==> config.mk <==
export PLATFORM = sky130hd
export DESIGN_NAME = encoder_index_vector
export DESIGN_NICKNAME = d
export VERILOG_FILES = /design/src/common/enc_vec_pkg.sv /design/src/logic/encoder_index_vector.sv /design/src/logic/index_detect.sv /design/src/logic/vector_angle.sv
export SDC_FILE = /design/constraint.sdc
export NUM_CORES = 1
export LEC_CHECK = 0
export ABC_AREA = 1
export ABC_CLOCK_PERIOD_IN_PS = 8400
export BUFFER_PORTS_ARGS = -buffer_cell sky130_fd_sc_hd__buf_4
export CORE_MARGIN = 1.5
export CORE_UTILIZATION = 60
export DETAILED_ROUTE_END_ITERATION = 16
export PLACE_DENSITY = 0.85
export SLEW_MARGIN = 20
export SYNTH_ARGS = -nofsm -noshare
export SYNTH_HDL_FRONTEND = slang
export SYNTH_SLANG_ARGS = --single-unit
==> constraint.sdc <==
create_clock -name core_clk_i -period 8.4 [get_ports core_clk_i]
set_input_delay 1.26 -clock core_clk_i [delete_from_list [all_inputs] [get_ports core_clk_i]]
set_output_delay 1.26 -clock core_clk_i [all_outputs]
set_load 0.01 [all_outputs]
==> src/common/enc_vec_pkg.sv <==
// Purpose: Shared constants and types for the encoder index and vector commutation block.
// Assumes: One 125 MHz core clock and a plain strobe register port.
// Notes: Register offsets are word indices on the plain port.
package enc_vec_pkg;

	// Register offsets.
	localparam logic [7:0] ADDR_ENC_CONST = 8'h10;
	localparam logic [7:0] ADDR_ENC_COUNT = 8'h11;
	localparam logic [7:0] ADDR_INDEX_CFG = 8'h12;
	localparam logic [7:0] ADDR_INDEX_STATUS = 8'h13;
	localparam logic [7:0] ADDR_INDEX_LATCH = 8'h14;
	localparam logic [7:0] ADDR_VEC_CONST = 8'h17;
	localparam logic [7:0] ADDR_VEC_ANGLE = 8'h18;
	localparam logic [7:0] ADDR_VEC_RES = 8'h19;

	// Field positions of the index configuration word; BIT_LOAD_SEL is in the vector resolution word.
	localparam int BIT_POL_A = 0;
	localparam int BIT_POL_B = 1;
	localparam int BIT_POL_N = 2;
	localparam int BIT_SKIP_QUAD = 3;
	localparam int BIT_CLR_CONT = 4;
	localparam int BIT_CLR_ONCE = 5;
	localparam int BIT_POS_EDGE = 6;
	localparam int BIT_NEG_EDGE = 7;
	localparam int BIT_CLR_COUNT = 8;
	localparam int BIT_CMP_SEL = 12;
	localparam int BIT_SEL_DEC = 13;
	localparam int BIT_LOAD_SEL = 8;

	// Reset values; the accumulation constant starts at 1.0.
	localparam logic [31:0] RST_ENC_CONST = 32'h0001_0000;
	localparam logic [13:0] RST_INDEX_CFG = 14'h0000;
	localparam logic [11:0] RST_VEC_CONST = 12'h000;
	localparam logic [7:0] RST_VEC_ANGLE = 8'h00;

	// Fraction moduli for binary and decimal scaling.
	localparam logic [16:0] FRAC_MOD_BIN = 17'h10000;
	localparam logic [16:0] FRAC_MOD_DEC = 17'h02710;

	// Load angle limits in 1/256 electrical period.
	localparam logic [7:0] LOAD_LIM_0 = 8'h40;
	localparam logic [7:0] LOAD_LIM_1 = 8'h48;
	localparam logic [7:0] LOAD_LIM_2 = 8'h50;
	localparam logic [7:0] LOAD_LIM_3 = 8'h58;

	// Synchroniser depth for pins.
	localparam int SYNC_DEPTH = 2;

	typedef struct packed {
		logic pol_a;
		logic pol_b;
		logic pol_n;
		logic skip_quadrature_qualify;
		logic clr_cont;
		logic clr_once;
		logic pos_edge;
		logic neg_edge;
		logic clr_count;
		logic cmp_sel_enc;
		logic sel_decimal;
	} index_cfg_t;

	// Unpack the stored configuration word into named fields.
	function automatic index_cfg_t decode_cfg(input logic [13:0] w);
		index_cfg_t c;
		c.pol_a = w[BIT_POL_A];
		c.pol_b = w[BIT_POL_B];
		c.pol_n = w[BIT_POL_N];
		c.skip_quadrature_qualify = w[BIT_SKIP_QUAD];
		c.clr_cont = w[BIT_CLR_CONT];
		c.clr_once = w[BIT_CLR_ONCE];
		c.pos_edge = w[BIT_POS_EDGE];
		c.neg_edge = w[BIT_NEG_EDGE];
		c.clr_count = w[BIT_CLR_COUNT];
		c.cmp_sel_enc = w[BIT_CMP_SEL];
		c.sel_decimal = w[BIT_SEL_DEC];
		return c;
	endfunction : decode_cfg

endpackage : enc_vec_pkg

==> src/logic/encoder_index_vector.sv <==
// Purpose: Quadrature counter with index handling, position compare and vector commutation.
// Assumes: Encoder pins are asynchronous; bus and position inputs share core_clk_i.
// Notes: ce_i low freezes every register, including read data.
// Function
// Qualify index by configured A and B levels.
// Index active level comes from polarity bit.
// Skip bit bypasses A/B qualification.
// Continuous mode acts on every index event.
// Single shot acts on next event only.
// Rising mode triggers when index becomes active.
// Falling mode triggers when index becomes inactive.
// Latch count on event; clear if enabled.
// Compare source is ramp or encoder.
// Fraction units 1/65536 or 1/10000.
// Signed 6.6 vector constant accumulates per count.
// Zero vector constant disables; reset value zero.
// Software sets constant from steps and resolution.
// Software matches constant sign to direction.
// Vector angle readable, writable, 1/256 period.
// Resolution field selects microstep address bits.
// Load angle limited to 64..88/256.
// Index latch reads last captured count.
// Index status flag set, cleared on read.
// Sample pins; compare with previous sample.
`timescale 1ns/10ps
module encoder_index_vector
	import enc_vec_pkg::*;
#(
	parameter int SYNC_STAGES = SYNC_DEPTH
)(
	input wire logic core_clk_i,
	input wire logic rst_b_i,
	input wire logic ce_i,
	input wire logic enc_a_i,
	input wire logic enc_b_i,
	input wire logic enc_n_i,
	input wire logic [7:0] reg_addr_i,
	input wire logic [31:0] reg_wdata_i,
	input wire logic reg_wr_i,
	input wire logic reg_rd_i,
	output logic [31:0] reg_rdata_o,
	input wire logic [31:0] x_actual_i,
	input wire logic [31:0] x_compare_i,
	input wire logic [12:0] microstep_adr_i,
	output logic position_match_out_o,
	output logic [7:0] commutation_angle_o,
	output logic vector_active_o,
	output logic index_event_o
);
	// A single flop would pass metastability straight into the decoder.
	if (SYNC_STAGES < 2) begin : g_check
		$error("SYNC_STAGES must be at least 2.");
	end

	logic [2:0] sync_q [SYNC_STAGES];
	logic [2:0] next_sync [SYNC_STAGES];
	logic [1:0] ab_prev;
	logic [31:0] enc_const;
	logic [31:0] count_q;
	logic [15:0] frac_acc;
	logic [13:0] cfg_word;
	logic [11:0] vector_constant;
	logic [1:0] vector_resolution;
	logic [1:0] load_sel;
	logic index_status;
	logic [31:0] index_latch;
	logic [31:0] next_enc_const;
	logic [31:0] next_count;
	logic [15:0] next_frac;
	logic [13:0] next_cfg;
	logic [11:0] next_vconst;
	logic [1:0] next_vres;
	logic [1:0] next_load;
	logic next_status;
	logic [31:0] next_latch;
	logic [31:0] next_rdata;
	logic next_match;
	logic [1:0] next_ab_prev;
	index_cfg_t cfg;
	logic a_s;
	logic b_s;
	logic n_s;
	logic step;
	logic up;
	logic ev;
	logic act;
	logic arm;
	logic wr_count;
	logic wr_angle;
	logic rd_status;
	logic [16:0] fmod;
	logic [16:0] fsum;
	logic [16:0] fdiff;
	logic carry;
	logic borrow;
	logic [31:0] int_ext;
	logic [7:0] vector_angle_now;

	// True when a write strobe hits the given offset; strobe and address are
	// arguments so that continuous assignments re-evaluate when they change.
	function automatic logic wr_hit(input logic wr, input logic [7:0] ad, input logic [7:0] a);
		return wr && (ad == a);
	endfunction : wr_hit

	// Pins pass a chain of flops; only the last stage is used by logic.
	always_comb begin
		next_sync[0] = {enc_n_i, enc_b_i, enc_a_i};
		for (int i = 1; i < SYNC_STAGES; i++) begin
			next_sync[i] = sync_q[i-1];
		end
	end

	always_ff @(posedge core_clk_i) begin
		if (!rst_b_i) begin
			for (int i = 0; i < SYNC_STAGES; i++) begin
				sync_q[i] <= 3'h0;
			end
		end else if (ce_i) begin
			sync_q <= next_sync;
		end
	end

	assign a_s = sync_q[SYNC_STAGES-1][0];
	assign b_s = sync_q[SYNC_STAGES-1][1];
	assign n_s = sync_q[SYNC_STAGES-1][2];
	assign cfg = decode_cfg(cfg_word);

	// A double change of A and B is an illegal jump and is not counted.
	assign step = ce_i && (a_s ^ ab_prev[0] ^ b_s ^ ab_prev[1]);
	assign up = ab_prev[0] ^ b_s;
	assign next_ab_prev = {b_s, a_s};

	index_detect u_index (
		.core_clk_i(core_clk_i),
		.rst_b_i(rst_b_i),
		.ce_i(ce_i),
		.a_i(a_s),
		.b_i(b_s),
		.n_i(n_s),
		.cfg_i(cfg),
		.arm_i(arm),
		.event_o(ev),
		.action_o(act)
	);

	assign arm = ce_i && wr_hit(reg_wr_i, reg_addr_i, ADDR_INDEX_CFG)
		&& reg_wdata_i[BIT_CLR_ONCE];
	assign wr_count = wr_hit(reg_wr_i, reg_addr_i, ADDR_ENC_COUNT);
	assign wr_angle = ce_i && wr_hit(reg_wr_i, reg_addr_i, ADDR_VEC_ANGLE);
	assign rd_status = reg_rd_i && (reg_addr_i == ADDR_INDEX_STATUS);
	assign index_event_o = ev;

	// Fraction wraps at the binary or decimal modulus.
	assign fmod = cfg.sel_decimal ? FRAC_MOD_DEC : FRAC_MOD_BIN;
	assign fsum = {1'b0, frac_acc} + {1'b0, enc_const[15:0]};
	assign fdiff = {1'b0, frac_acc} - {1'b0, enc_const[15:0]};
	assign carry = (fsum >= fmod);
	assign borrow = fdiff[16];
	assign int_ext = {{16{enc_const[31]}}, enc_const[31:16]};

	// Count path: software write, then index clear, then scaled step.
	always_comb begin
		next_count = count_q;
		next_frac = frac_acc;
		next_latch = index_latch;
		if (step) begin
			if (up) begin
				next_frac = carry ? 16'(fsum - fmod) : fsum[15:0];
				next_count = count_q + int_ext + {31'h0, carry};
			end else begin
				next_frac = borrow ? 16'(fdiff + fmod) : fdiff[15:0];
				next_count = count_q - int_ext - {31'h0, borrow};
			end
		end
		if (act) begin
			next_latch = count_q;
			if (cfg.clr_count) begin
				next_count = 32'h0000_0000;
				next_frac = 16'h0000;
			end
		end
		if (wr_count) begin
			next_count = reg_wdata_i;
			next_frac = 16'h0000;
		end
	end

	// Configuration registers written by software.
	always_comb begin
		next_enc_const = wr_hit(reg_wr_i, reg_addr_i, ADDR_ENC_CONST)
			? reg_wdata_i : enc_const;
		next_cfg = wr_hit(reg_wr_i, reg_addr_i, ADDR_INDEX_CFG)
			? reg_wdata_i[13:0] : cfg_word;
		next_vconst = wr_hit(reg_wr_i, reg_addr_i, ADDR_VEC_CONST)
			? reg_wdata_i[11:0] : vector_constant;
		next_vres = wr_hit(reg_wr_i, reg_addr_i, ADDR_VEC_RES)
			? reg_wdata_i[1:0] : vector_resolution;
		next_load = wr_hit(reg_wr_i, reg_addr_i, ADDR_VEC_RES)
			? reg_wdata_i[BIT_LOAD_SEL+:2] : load_sel;
	end

	// A new event in the read cycle keeps the flag so it is not lost.
	assign next_status = ev || (index_status && !rd_status);

	// Read data stand only in the cycle after the strobe; others read zero.
	always_comb begin
		next_rdata = 32'h0000_0000;
		if (reg_rd_i) begin
			case (reg_addr_i)
				ADDR_ENC_COUNT: next_rdata = count_q;
				ADDR_INDEX_STATUS: next_rdata = {31'h0, index_status};
				ADDR_INDEX_LATCH: next_rdata = index_latch;
				ADDR_VEC_ANGLE: next_rdata = {24'h0, vector_angle_now};
				default: next_rdata = 32'h0000_0000;
			endcase
		end
	end

	// Compare source follows the configuration.
	assign next_match = (cfg.cmp_sel_enc ? count_q : x_actual_i) == x_compare_i;

	always_ff @(posedge core_clk_i) begin
		if (!rst_b_i) begin
			ab_prev <= 2'h0;
			enc_const <= RST_ENC_CONST;
			count_q <= 32'h0000_0000;
			frac_acc <= 16'h0000;
			cfg_word <= RST_INDEX_CFG;
			vector_constant <= RST_VEC_CONST;
			vector_resolution <= 2'h0;
			load_sel <= 2'h0;
			index_status <= 1'b0;
			index_latch <= 32'h0000_0000;
			reg_rdata_o <= 32'h0000_0000;
			position_match_out_o <= 1'b0;
		end else if (ce_i) begin
			ab_prev <= next_ab_prev;
			enc_const <= next_enc_const;
			count_q <= next_count;
			frac_acc <= next_frac;
			cfg_word <= next_cfg;
			vector_constant <= next_vconst;
			vector_resolution <= next_vres;
			load_sel <= next_load;
			index_status <= next_status;
			index_latch <= next_latch;
			reg_rdata_o <= next_rdata;
			position_match_out_o <= next_match;
		end
	end

	vector_angle u_vector (
		.core_clk_i(core_clk_i),
		.rst_b_i(rst_b_i),
		.ce_i(ce_i),
		.step_i(step),
		.up_i(up),
		.const_i(vector_constant),
		.wr_i(wr_angle),
		.wr_data_i(reg_wdata_i[7:0]),
		.res_i(vector_resolution),
		.load_sel_i(load_sel),
		.microstep_adr_i(microstep_adr_i),
		.angle_o(vector_angle_now),
		.field_angle_o(commutation_angle_o),
		.active_o(vector_active_o)
	);

	property p_latch;
		@(posedge core_clk_i) disable iff (!rst_b_i)
		act |=> index_latch == $past(count_q);
	endproperty
	a_latch: assert property (p_latch) else $error("Latch missed the count.");

	property p_clear;
		@(posedge core_clk_i) disable iff (!rst_b_i)
		act && cfg.clr_count && !wr_count |=> count_q == 32'h0000_0000;
	endproperty
	a_clear: assert property (p_clear) else $error("Count not cleared on index.");

	property p_keep;
		@(posedge core_clk_i) disable iff (!rst_b_i)
		act && !cfg.clr_count && !wr_count && !step |=> $stable(count_q);
	endproperty
	a_keep: assert property (p_keep) else $error("Count changed with clear off.");

	property p_match;
		@(posedge core_clk_i) disable iff (!rst_b_i)
		ce_i && cfg.cmp_sel_enc ##1 ce_i |-> position_match_out_o == ($past(count_q) == $past(x_compare_i));
	endproperty
	a_match: assert property (p_match) else $error("Compare used wrong source.");

	property p_dec;
		@(posedge core_clk_i) disable iff (!rst_b_i)
		step && up && cfg.sel_decimal && !act && !wr_count && fsum >= FRAC_MOD_DEC
		|=> count_q == $past(count_q) + $past(int_ext) + 32'h0000_0001;
	endproperty
	a_dec: assert property (p_dec) else $error("Decimal carry missing.");

	property p_status;
		@(posedge core_clk_i) disable iff (!rst_b_i)
		ev ##1 reg_rd_i && reg_addr_i == ADDR_INDEX_STATUS && ce_i |=> reg_rdata_o[0];
	endproperty
	a_status: assert property (p_status) else $error("Event flag not seen.");

	property p_rdclr;
		@(posedge core_clk_i) disable iff (!rst_b_i)
		ce_i && rd_status && !ev |=> !index_status;
	endproperty
	a_rdclr: assert property (p_rdclr) else $error("Flag not cleared by read.");

	property p_rdlatch;
		@(posedge core_clk_i) disable iff (!rst_b_i)
		ce_i && reg_rd_i && reg_addr_i == ADDR_INDEX_LATCH |=> reg_rdata_o == $past(index_latch);
	endproperty
	a_rdlatch: assert property (p_rdlatch) else $error("Latch read wrong.");

endmodule : encoder_index_vector

==> src/logic/index_detect.sv <==
// Purpose: Index event detection, qualification and single-shot arming.
// Assumes: Inputs are already synchronised to core_clk_i.
// Notes: Event and action are combinational strobes gated by ce_i.
`timescale 1ns/10ps
module index_detect
	import enc_vec_pkg::*;
(
	input wire logic core_clk_i,
	input wire logic rst_b_i,
	input wire logic ce_i,
	input wire logic a_i,
	input wire logic b_i,
	input wire logic n_i,
	input wire index_cfg_t cfg_i,
	input wire logic arm_i,
	output logic event_o,
	output logic action_o
);
	logic n_prev;
	logic armed;
	logic next_n_prev;
	logic next_armed;
	logic n_act;
	logic prev_act;
	logic trig;
	logic qual;

	// Index is active when it equals the configured level.
	assign n_act = n_i ~^ cfg_i.pol_n;
	assign prev_act = n_prev ~^ cfg_i.pol_n;

	// Edge modes replace level mode; both edge bits give either edge.
	always_comb begin
		trig = n_act;
		if (cfg_i.pos_edge || cfg_i.neg_edge) begin
			trig = (cfg_i.pos_edge && n_act && !prev_act)
				|| (cfg_i.neg_edge && !n_act && prev_act);
		end
	end

	// Quadrature qualification can be bypassed.
	assign qual = cfg_i.skip_quadrature_qualify
		|| ((a_i == cfg_i.pol_a) && (b_i == cfg_i.pol_b));
	assign event_o = ce_i && trig && qual;
	assign action_o = event_o && (cfg_i.clr_cont || armed);

	// Arming on a configuration write beats the disarm of a same-cycle event.
	always_comb begin
		next_n_prev = n_i;
		next_armed = armed;
		if (event_o && armed) begin
			next_armed = 1'b0;
		end
		if (arm_i) begin
			next_armed = 1'b1;
		end
	end

	always_ff @(posedge core_clk_i) begin
		if (!rst_b_i) begin
			n_prev <= 1'b0;
			armed <= 1'b0;
		end else if (ce_i) begin
			n_prev <= next_n_prev;
			armed <= next_armed;
		end
	end

	property p_qual;
		@(posedge core_clk_i) disable iff (!rst_b_i)
		event_o && !cfg_i.skip_quadrature_qualify |-> a_i == cfg_i.pol_a && b_i == cfg_i.pol_b;
	endproperty
	a_qual: assert property (p_qual) else $error("Index accepted with wrong A/B.");

	property p_once;
		@(posedge core_clk_i) disable iff (!rst_b_i)
		event_o && armed && !arm_i |=> !armed;
	endproperty
	a_once: assert property (p_once) else $error("Single shot stayed armed.");

	property p_cont;
		@(posedge core_clk_i) disable iff (!rst_b_i)
		event_o && cfg_i.clr_cont |-> action_o;
	endproperty
	a_cont: assert property (p_cont) else $error("Continuous action missed.");

	property p_rise;
		@(posedge core_clk_i) disable iff (!rst_b_i)
		event_o && cfg_i.pos_edge && !cfg_i.neg_edge |-> n_act && !prev_act;
	endproperty
	a_rise: assert property (p_rise) else $error("Rising event without rise.");

	property p_fall;
		@(posedge core_clk_i) disable iff (!rst_b_i)
		event_o && cfg_i.neg_edge && !cfg_i.pos_edge |-> !n_act && prev_act;
	endproperty
	a_fall: assert property (p_fall) else $error("Falling event without fall.");

endmodule : index_detect

==> src/logic/vector_angle.sv <==
// Purpose: Encoder angle accumulation and load-angle limited commutation angle.
// Assumes: step_i is a one-cycle count strobe with direction up_i.
// Notes: A zero constant freezes the angle and drops vector_active_o.
`timescale 1ns/10ps
module vector_angle
	import enc_vec_pkg::*;
(
	input wire logic core_clk_i,
	input wire logic rst_b_i,
	input wire logic ce_i,
	input wire logic step_i,
	input wire logic up_i,
	input wire logic [11:0] const_i,
	input wire logic wr_i,
	input wire logic [7:0] wr_data_i,
	input wire logic [1:0] res_i,
	input wire logic [1:0] load_sel_i,
	input wire logic [12:0] microstep_adr_i,
	output logic [7:0] angle_o,
	output logic [7:0] field_angle_o,
	output logic active_o
);
	logic [13:0] acc;
	logic [13:0] next_acc;
	logic [7:0] next_field;
	logic [7:0] motor;
	logic [7:0] lim;
	logic signed [7:0] diff;
	logic signed [7:0] clipped;

	// Pick the eight microstep address bits that span one period.
	function automatic logic [7:0] pick(input logic [12:0] adr, input logic [1:0] r);
		case (r)
			2'h0: pick = adr[12:5];
			2'h1: pick = adr[11:4];
			2'h2: pick = adr[9:2];
			default: pick = adr[7:0];
		endcase
	endfunction : pick

	// Map the load selection code to its angle limit.
	function automatic logic [7:0] limit(input logic [1:0] s);
		case (s)
			2'h0: limit = LOAD_LIM_0;
			2'h1: limit = LOAD_LIM_1;
			2'h2: limit = LOAD_LIM_2;
			default: limit = LOAD_LIM_3;
		endcase
	endfunction : limit

	assign angle_o = acc[13:6];
	assign active_o = (const_i != 12'h000);
	assign motor = pick(microstep_adr_i, res_i);
	assign lim = limit(load_sel_i);
	assign diff = $signed(motor - angle_o);

	// Clip the lead of the microstep angle over the rotor angle.
	always_comb begin
		clipped = diff;
		if (diff > $signed(lim)) begin
			clipped = $signed(lim);
		end else if (diff < -$signed(lim)) begin
			clipped = -$signed(lim);
		end
	end

	// Software writes win over a same-cycle count so initialisation is exact.
	always_comb begin
		next_acc = acc;
		next_field = angle_o + 8'(clipped);
		if (wr_i) begin
			next_acc = {wr_data_i, 6'h00};
		end else if (step_i && active_o) begin
			if (up_i) begin
				next_acc = acc + {{2{const_i[11]}}, const_i};
			end else begin
				next_acc = acc - {{2{const_i[11]}}, const_i};
			end
		end
	end

	always_ff @(posedge core_clk_i) begin
		if (!rst_b_i) begin
			acc <= {RST_VEC_ANGLE, 6'h00};
			field_angle_o <= 8'h00;
		end else if (ce_i) begin
			acc <= next_acc;
			field_angle_o <= next_field;
		end
	end

	property p_off;
		@(posedge core_clk_i) disable iff (!rst_b_i)
		!active_o && !wr_i |=> $stable(acc);
	endproperty
	a_off: assert property (p_off) else $error("Angle moved with vector control off.");

	property p_lim;
		@(posedge core_clk_i) disable iff (!rst_b_i)
		ce_i |=> $signed(8'(field_angle_o - $past(angle_o))) <= $signed($past(lim))
			&& $signed(8'(field_angle_o - $past(angle_o))) >= -$signed($past(lim));
	endproperty
	a_lim: assert property (p_lim) else $error("Load angle exceeds limit.");

endmodule : vector_angle

==> summary.txt, run 1 <==
Placed design
  • Place WS: roughly 2.3 ns
  • Port bufs: 167
  • HPWL Detailed: 48310 um
  • Routability congestion estimate: around 1.0

Timing
  • Setup TNS: 0 ns
  • Final setup fails: 0
  • Highest clock rate: 157.4 MHz
  • Fin worst setup slack: 2.048 ns
  • Final Hold Fails: 0
  • RSZ-0062 raised after global routing: false
  • Final clock skew: 0.02493 ns
  • Min Tclk post-route: 6.352 ns
  • Rel. slew slack: 24.54%
  • Worst Tran Pin Value: about 1.1 ns
  • Final slew viol count: 0
  • Final cycle utilization of the critical path: 75.62%

Floorplan
  • Die width: 177.2 um
  • Area of the die: 31410 um2
  • Row cnt: 63
  • Die Span Y: around 180 um
  • Top Ports: approximately 170
  • Core box area: 29800 um2
  • Initial Util: 61.13%

Job
  • Max-cap viol count: 0

Synth
  • Post-Synthesis Cells: 2870
  • Synth Flop Type: dfxtp_1
  • Mean post-synth cell area: 6.347 um2
  • EDFF count, synth: 0
  • Top cell type's share of synthesized area: 22.42%
  • Asr flop ratio synth: 0%
  • Mapped Area: approximately 18000 um2
  • Net Count, Synth: 3177
  • Post-synth top cells: nand2_1, inv_1, a21oi_1, o21ai_0, nor2_1
  • Yosys warns: 0
  • Top cells by area, synth: dfxtp_1, ha_1, nand2_1
  • Sequential share of the synthesized area: 22.42%
  • Most frequent cell after synthesis: nand2_1
  • Yosys cell types: 59
  • Yosys top cell by area: dfxtp_1
  • Seq cells post-synth: approximately 200

Drt
  • Via density: between 6 and 7
  • Antenna-violating nets left: 0
  • Vias post-DR: 20410
  • Initial drt markers: 2180
  • Drt first pass iters: 6
  • Remaining DRCs: 0
  • Routed len/inst: 18.80 um
  • Total Wirelength: 63190 um

Clock network
  • Post-CTS Setup Inserts: 0
  • # hold bufs at CTS: 0
  • CTS tree: built
  • Clk root buf: clkbuf_16
  • Number of buffers created by CTS: 23
  • Deepest clock path buffer count: 3
  • H-tree depth: 1
  • Clk_lat worst skew: 0.53 ns
  • Worst-path clk slew: around 0.060 ns
  • Clock Sinks: 204
  • CTS resizes: 0

Cells and area
  • Synthesis-to-finish area growth: 11.64%
  • Layout cell share with drive strength beyond 1: 9.963%
  • Layout Nets: 3266
  • FILL cells: 2670
  • Diodes inserted: 0

Status
  • Outcome: completed

Setup path
  • Crit-path leading delay family: simple AND/OR/NAND/NOR gates
  • Setup slack, reg-to-reg: about 2.0 ns
  • Crit path capture type: register
  • CP max-delay cell: o21ai_0
  • Worst Setup Start Kind: register
  • WP data arrival: just under 7 ns
  • R2R Path End: count_q[16]
  • Most Frequent Cell on Critical Path: nand2_1
  • Critical Path RT: roughly 8.9 ns
  • Max incr delay on CP: 0.50 ns
  • CP Class: register to register
  • Critical path buffer and inverter count: 4
  • R2R depth: 34
  • Reg2reg start: enc_const[5]
  • CP max FO: 19

Power
  • Pwr/cell area: 153.8 nW/um2
  • VDD IR-drop max: 0.1328 mV
  • Static leakage: 9.426 nW
  • Overall power: 3.127 mW

Global route
  • Met1 Use GR: 46.56%
  • Global routing usage on met2: between 60% and 70%
  • Largest net degree at the start of global routing: 122
  • Vias in the first global route: 19160
  • Initial antenna violation count: 0
  • Met3 GRT Util: 4.188%
  • Gr usage total: between 30% and 40%
  • Gr ovfl total: 0
  • First-pass GRT wire length: 97590 um
  • GRT Max-Usage Layer: met2

Worst hold path
  • WHS Path Cells: 2
  • Hold path startpoint: index_latch[0]
  • Hold path endpoint: index_latch[0]
  • Worst hold path type: register to register
-- power by group --
part           leakage, nW  internal [mW]  total, mW  switching (mW)
registers             1.66          0.998       1.03          0.0361
clock network        0.355          0.581       1.01           0.430
logic                 7.41          0.369       1.08           0.714
-- cell type report --
type	count	area, um2	share of cell area (%)
Multi-Input combinational cell	2157	12210	60.05
Sequential cell	204	4085	20.09
Inverter	394	1480	7.279
Timing Repair Buffer	179	1344	6.608
Clock buffer	28	614.3	3.021
Tap cell	390	488.0	2.400
Clock inverter	9	112.6	0.5538
-- sequential cells by signal (all words and copies together), names as in the netlist, 3 cells and up --
register	flops
cfg_word	10
count_q	32
enc_const	32
frac_acc	16
index_latch	32
next_sync	3
reg_rdata_o	32
u_vector.acc	14
u_vector.field_angle_o	8
vector_constant	12
-- tightest hold or removal path: stages, from the launching register on --
cell and delay, ns:
dfxtp_1 0.30, inv_1 0.06, a21oi_1 0.05
-- per-stage QoR --
step                cells  util, %  cell area [um2]  hold slack, ns
CTS                  3361    68.20            20320          0.4538
global placement     3324    65.76            19600          0.4418
finish               3361    68.25            20330          0.4544
floorplan            2870        -            18220          0.4245
global route         3361    68.25            20330          0.4736
detailed placement   3324    65.76            19600          0.4436
-- cells by family after synthesis --
family / Yosys count / synth area share (%)
and+or+nand+nor: 1049 / 24.55
AOI/OAI and AO/OA: 839 / 25.20
buffers and inverters: 509 / 10.78
DFF: 204 / 22.42
adders and majority gates: 182 / 12.87
xor gates and xnor gates: 87 / 4.183
-- how the worst max path moves through the flow --
stage / startpoint / to / slack [ns] / cells past startpoint
floorplan: microstep_adr_i[4] / u_vector.field_angle_o[7] / 2.89 / 33
global placement: microstep_adr_i[4] / u_vector.field_angle_o[7] / 2.36 / 34
detailed placement: microstep_adr_i[4] / u_vector.field_angle_o[7] / 2.27 / 34
CTS: enc_const[5] / count_q[20] / 2.27 / 33
global route: enc_const[5] / count_q[20] / 1.56 / 33
finish: enc_const[5] / count_q[16] / 2.05 / 34
-- cell usage in the layout, fill, tap and decap left out, types with 33 or more instances in the layout --
cell / synthesis / final
xor2_1: 65 / 65
dfxtp_1: 204 / 203
o22ai_1: 33 / 33
o21ai_0: 310 / 310
ha_1: 173 / 173
inv_1: 374 / 373
nand2_1: 533 / 532
nor2_1: 255 / 255
nand3_1: 142 / 142
buf_4: 6 / 179
a21oi_1: 362 / 362
-- per-layer routing --
metal  wire length, um  share of wire (%)
met1             24440                 39
met2             30120                 48
met3              4634                7.3
met4              3998                6.3
met5                 0                  0
No activity file was read; power rests on OpenSTA's default activity.
==> inputs of run 2 (changes only) <==
Settings changed: ABC_CLOCK_PERIOD_IN_PS 8400 to 5650, CORE_UTILIZATION 60 to 56, PLACE_DENSITY 0.85 to 0.84.
Clock period 8.4 ns to 5.65 ns, I/O delays scaled along.
==> summary.txt, run 2 (same netlist as run 1, synthesis figures left out) <==
Status
  • Outcome: completed

Placed design
  • Port bufs: 167
  • Post-Place Cells: around 3400
  • HPWL Detailed: about 50000 um
  • Routability congestion estimate: 0.9957

Clock network
  • Clock Sinks: 204
  • Deepest clock path buffer count: 3
  • Worst-path clk slew: ~0.070 ns
  • Clk root buf: clkbuf_16
  • CTS tree: built
  • H-tree depth: 1
  • # hold bufs at CTS: 0
  • Clk_lat worst skew: roughly 0.52 ns
  • Number of buffers created by CTS: 23

Timing
  • Rel. slew slack: 21.52%
  • Final clock skew: 0.01169 ns
  • Final cycle utilization of the critical path: 93.67%
  • Min Hold Slack: 0.4552 ns
  • Highest clock rate: between 150 and 200 MHz
  • Setup TNS: 0 ns
  • Final setup fails: 0
  • Worst Tran Pin Value: between 1 and 1.5 ns
  • Min Tclk post-route: 5.292 ns
  • Final Hold Fails: 0
  • RSZ-0062 raised after global routing: false
  • Final slew viol count: 0

Global route
  • Gr usage total: between 30% and 40%
  • Largest net degree at the start of global routing: 84
  • Initial antenna violation count: 0
  • First-pass GRT wire length: about 100000 um
  • Vias in the first global route: 19290
  • Gr ovfl total: 0

Cells and area
  • Commonest non-fill, non-tap cell in the layout: nand2_1
  • Synthesis-to-finish area growth: 13.83%
  • Post-Layout Cell Count: 3435
  • Diodes inserted: 0
  • Layout cell share with drive strength beyond 1: 11.70%
  • Layout Nets: 3292
  • Most frequent cells in the layout: nand2_1, inv_1, a21oi_1

Drt
  • Total Wirelength: 65680 um
  • Via density: ~5.9
  • Remaining DRCs: 0
  • Antenna-violating nets left: 0
  • Initial drt markers: 2109
  • Drt first pass iters: 9
  • Routed len/inst: roughly 19 um
  • Vias post-DR: ~20000

Setup path
  • Setup slack, reg-to-reg: 0.36 ns
  • Crit path capture type: register
  • Critical Path RT: 6.06 ns
  • CP max FO: 7
  • CP max-delay cell: ha_1
  • Most Frequent Cell on Critical Path: nand2_1
  • WP data arrival: ~5.7 ns
  • Worst Setup Start Kind: register
  • Max incr delay on CP: 0.53 ns
  • CP Class: register to register

Floorplan
  • Row cnt: 65
  • Die width: 183.4 um
  • Initial Util: 57.28%
  • Die Span Y: 183.4 um
  • Core box area: around 32000 um2
  • Top Ports: 168
  • Area of the die: roughly 34000 um2

Job
  • Max-cap viol count: 0

Power
  • Static leakage: roughly 9.6 nW
  • VDD IR-drop max: around 0.21 mV
  • Pwr/cell area: ~230 nW/um2

Worst hold path
  • Worst hold path type: register to register
==> run 2: cell type report <==
| type | instances | area [um2] |
|---|---|---|
| Multi-Input combinational cell | 2157 | 12300 |
| Tap cell | 435 | 544.3 |
| Timing Repair Buffer | 205 | 1539 |
| Inverter | 394 | 1480 |
| Fill cell | 2975 | 11070 |
| Clock inverter | 9 | 110.1 |
| Sequential cell | 204 | 4094 |
| Clock buffer | 31 | 665.6 |
==> run 2: through the flow <==
stage          util (%)  worst slack, ns  area (um2)  total power, mW
5_1_grt           65.20         0.007502       20730            4.997
3_5_place_dp      62.30          0.04088       19810            3.168
6_report          65.20           0.3576       20730            4.762
3_3_place_gp      62.30           0.1850       19810            3.133
4_1_cts           64.74          0.03830       20590            4.708
2_1_floorplan         -           0.5552       18220            2.654
==> run 2: worst paths after layout <==
| kind | startpoint | end | cells after the start |
|---|---|---|---|
| min | index_latch[28] | index_latch[28] | 2 |
| min reg2reg | index_latch[28] | index_latch[28] | 2 |
| max | enc_const[10] | count_q[24] | 30 |
| max reg2reg | enc_const[10] | count_q[24] | 30 |
==> run 2: power by group <==
part	switching [mW]	total (mW)	internal (mW)
logic	1.08	1.66	0.579
registers	0.0553	1.54	1.48
clock network	0.643	1.56	0.919
total	1.78	4.76	2.98
==> run 2: metal layers <==
layer  wire length, um  global-route usage, %
met5                 0                      0
met4              4138                  21.93
met3              5398                  5.381
met2             30420                  64.59
met1             25720                  46.08
==> run 2: worst max-delay path, delay by kind of cell (launching register included) <==
| kind | cells | cell delay [ns] |
|---|---|---|
| buf+inv | 5 | 0.55 |
| fa+ha+maj | 4 | 1.52 |
| simple gates | 15 | 1.73 |
| flops | 1 | 0.34 |
| compound gates | 6 | 1.05 |
==> run 2: repair_timing <==
item,CTS,global route
gates resized for setup,0,35
setup buffers,0,5
setup endpoints to repair,0,26
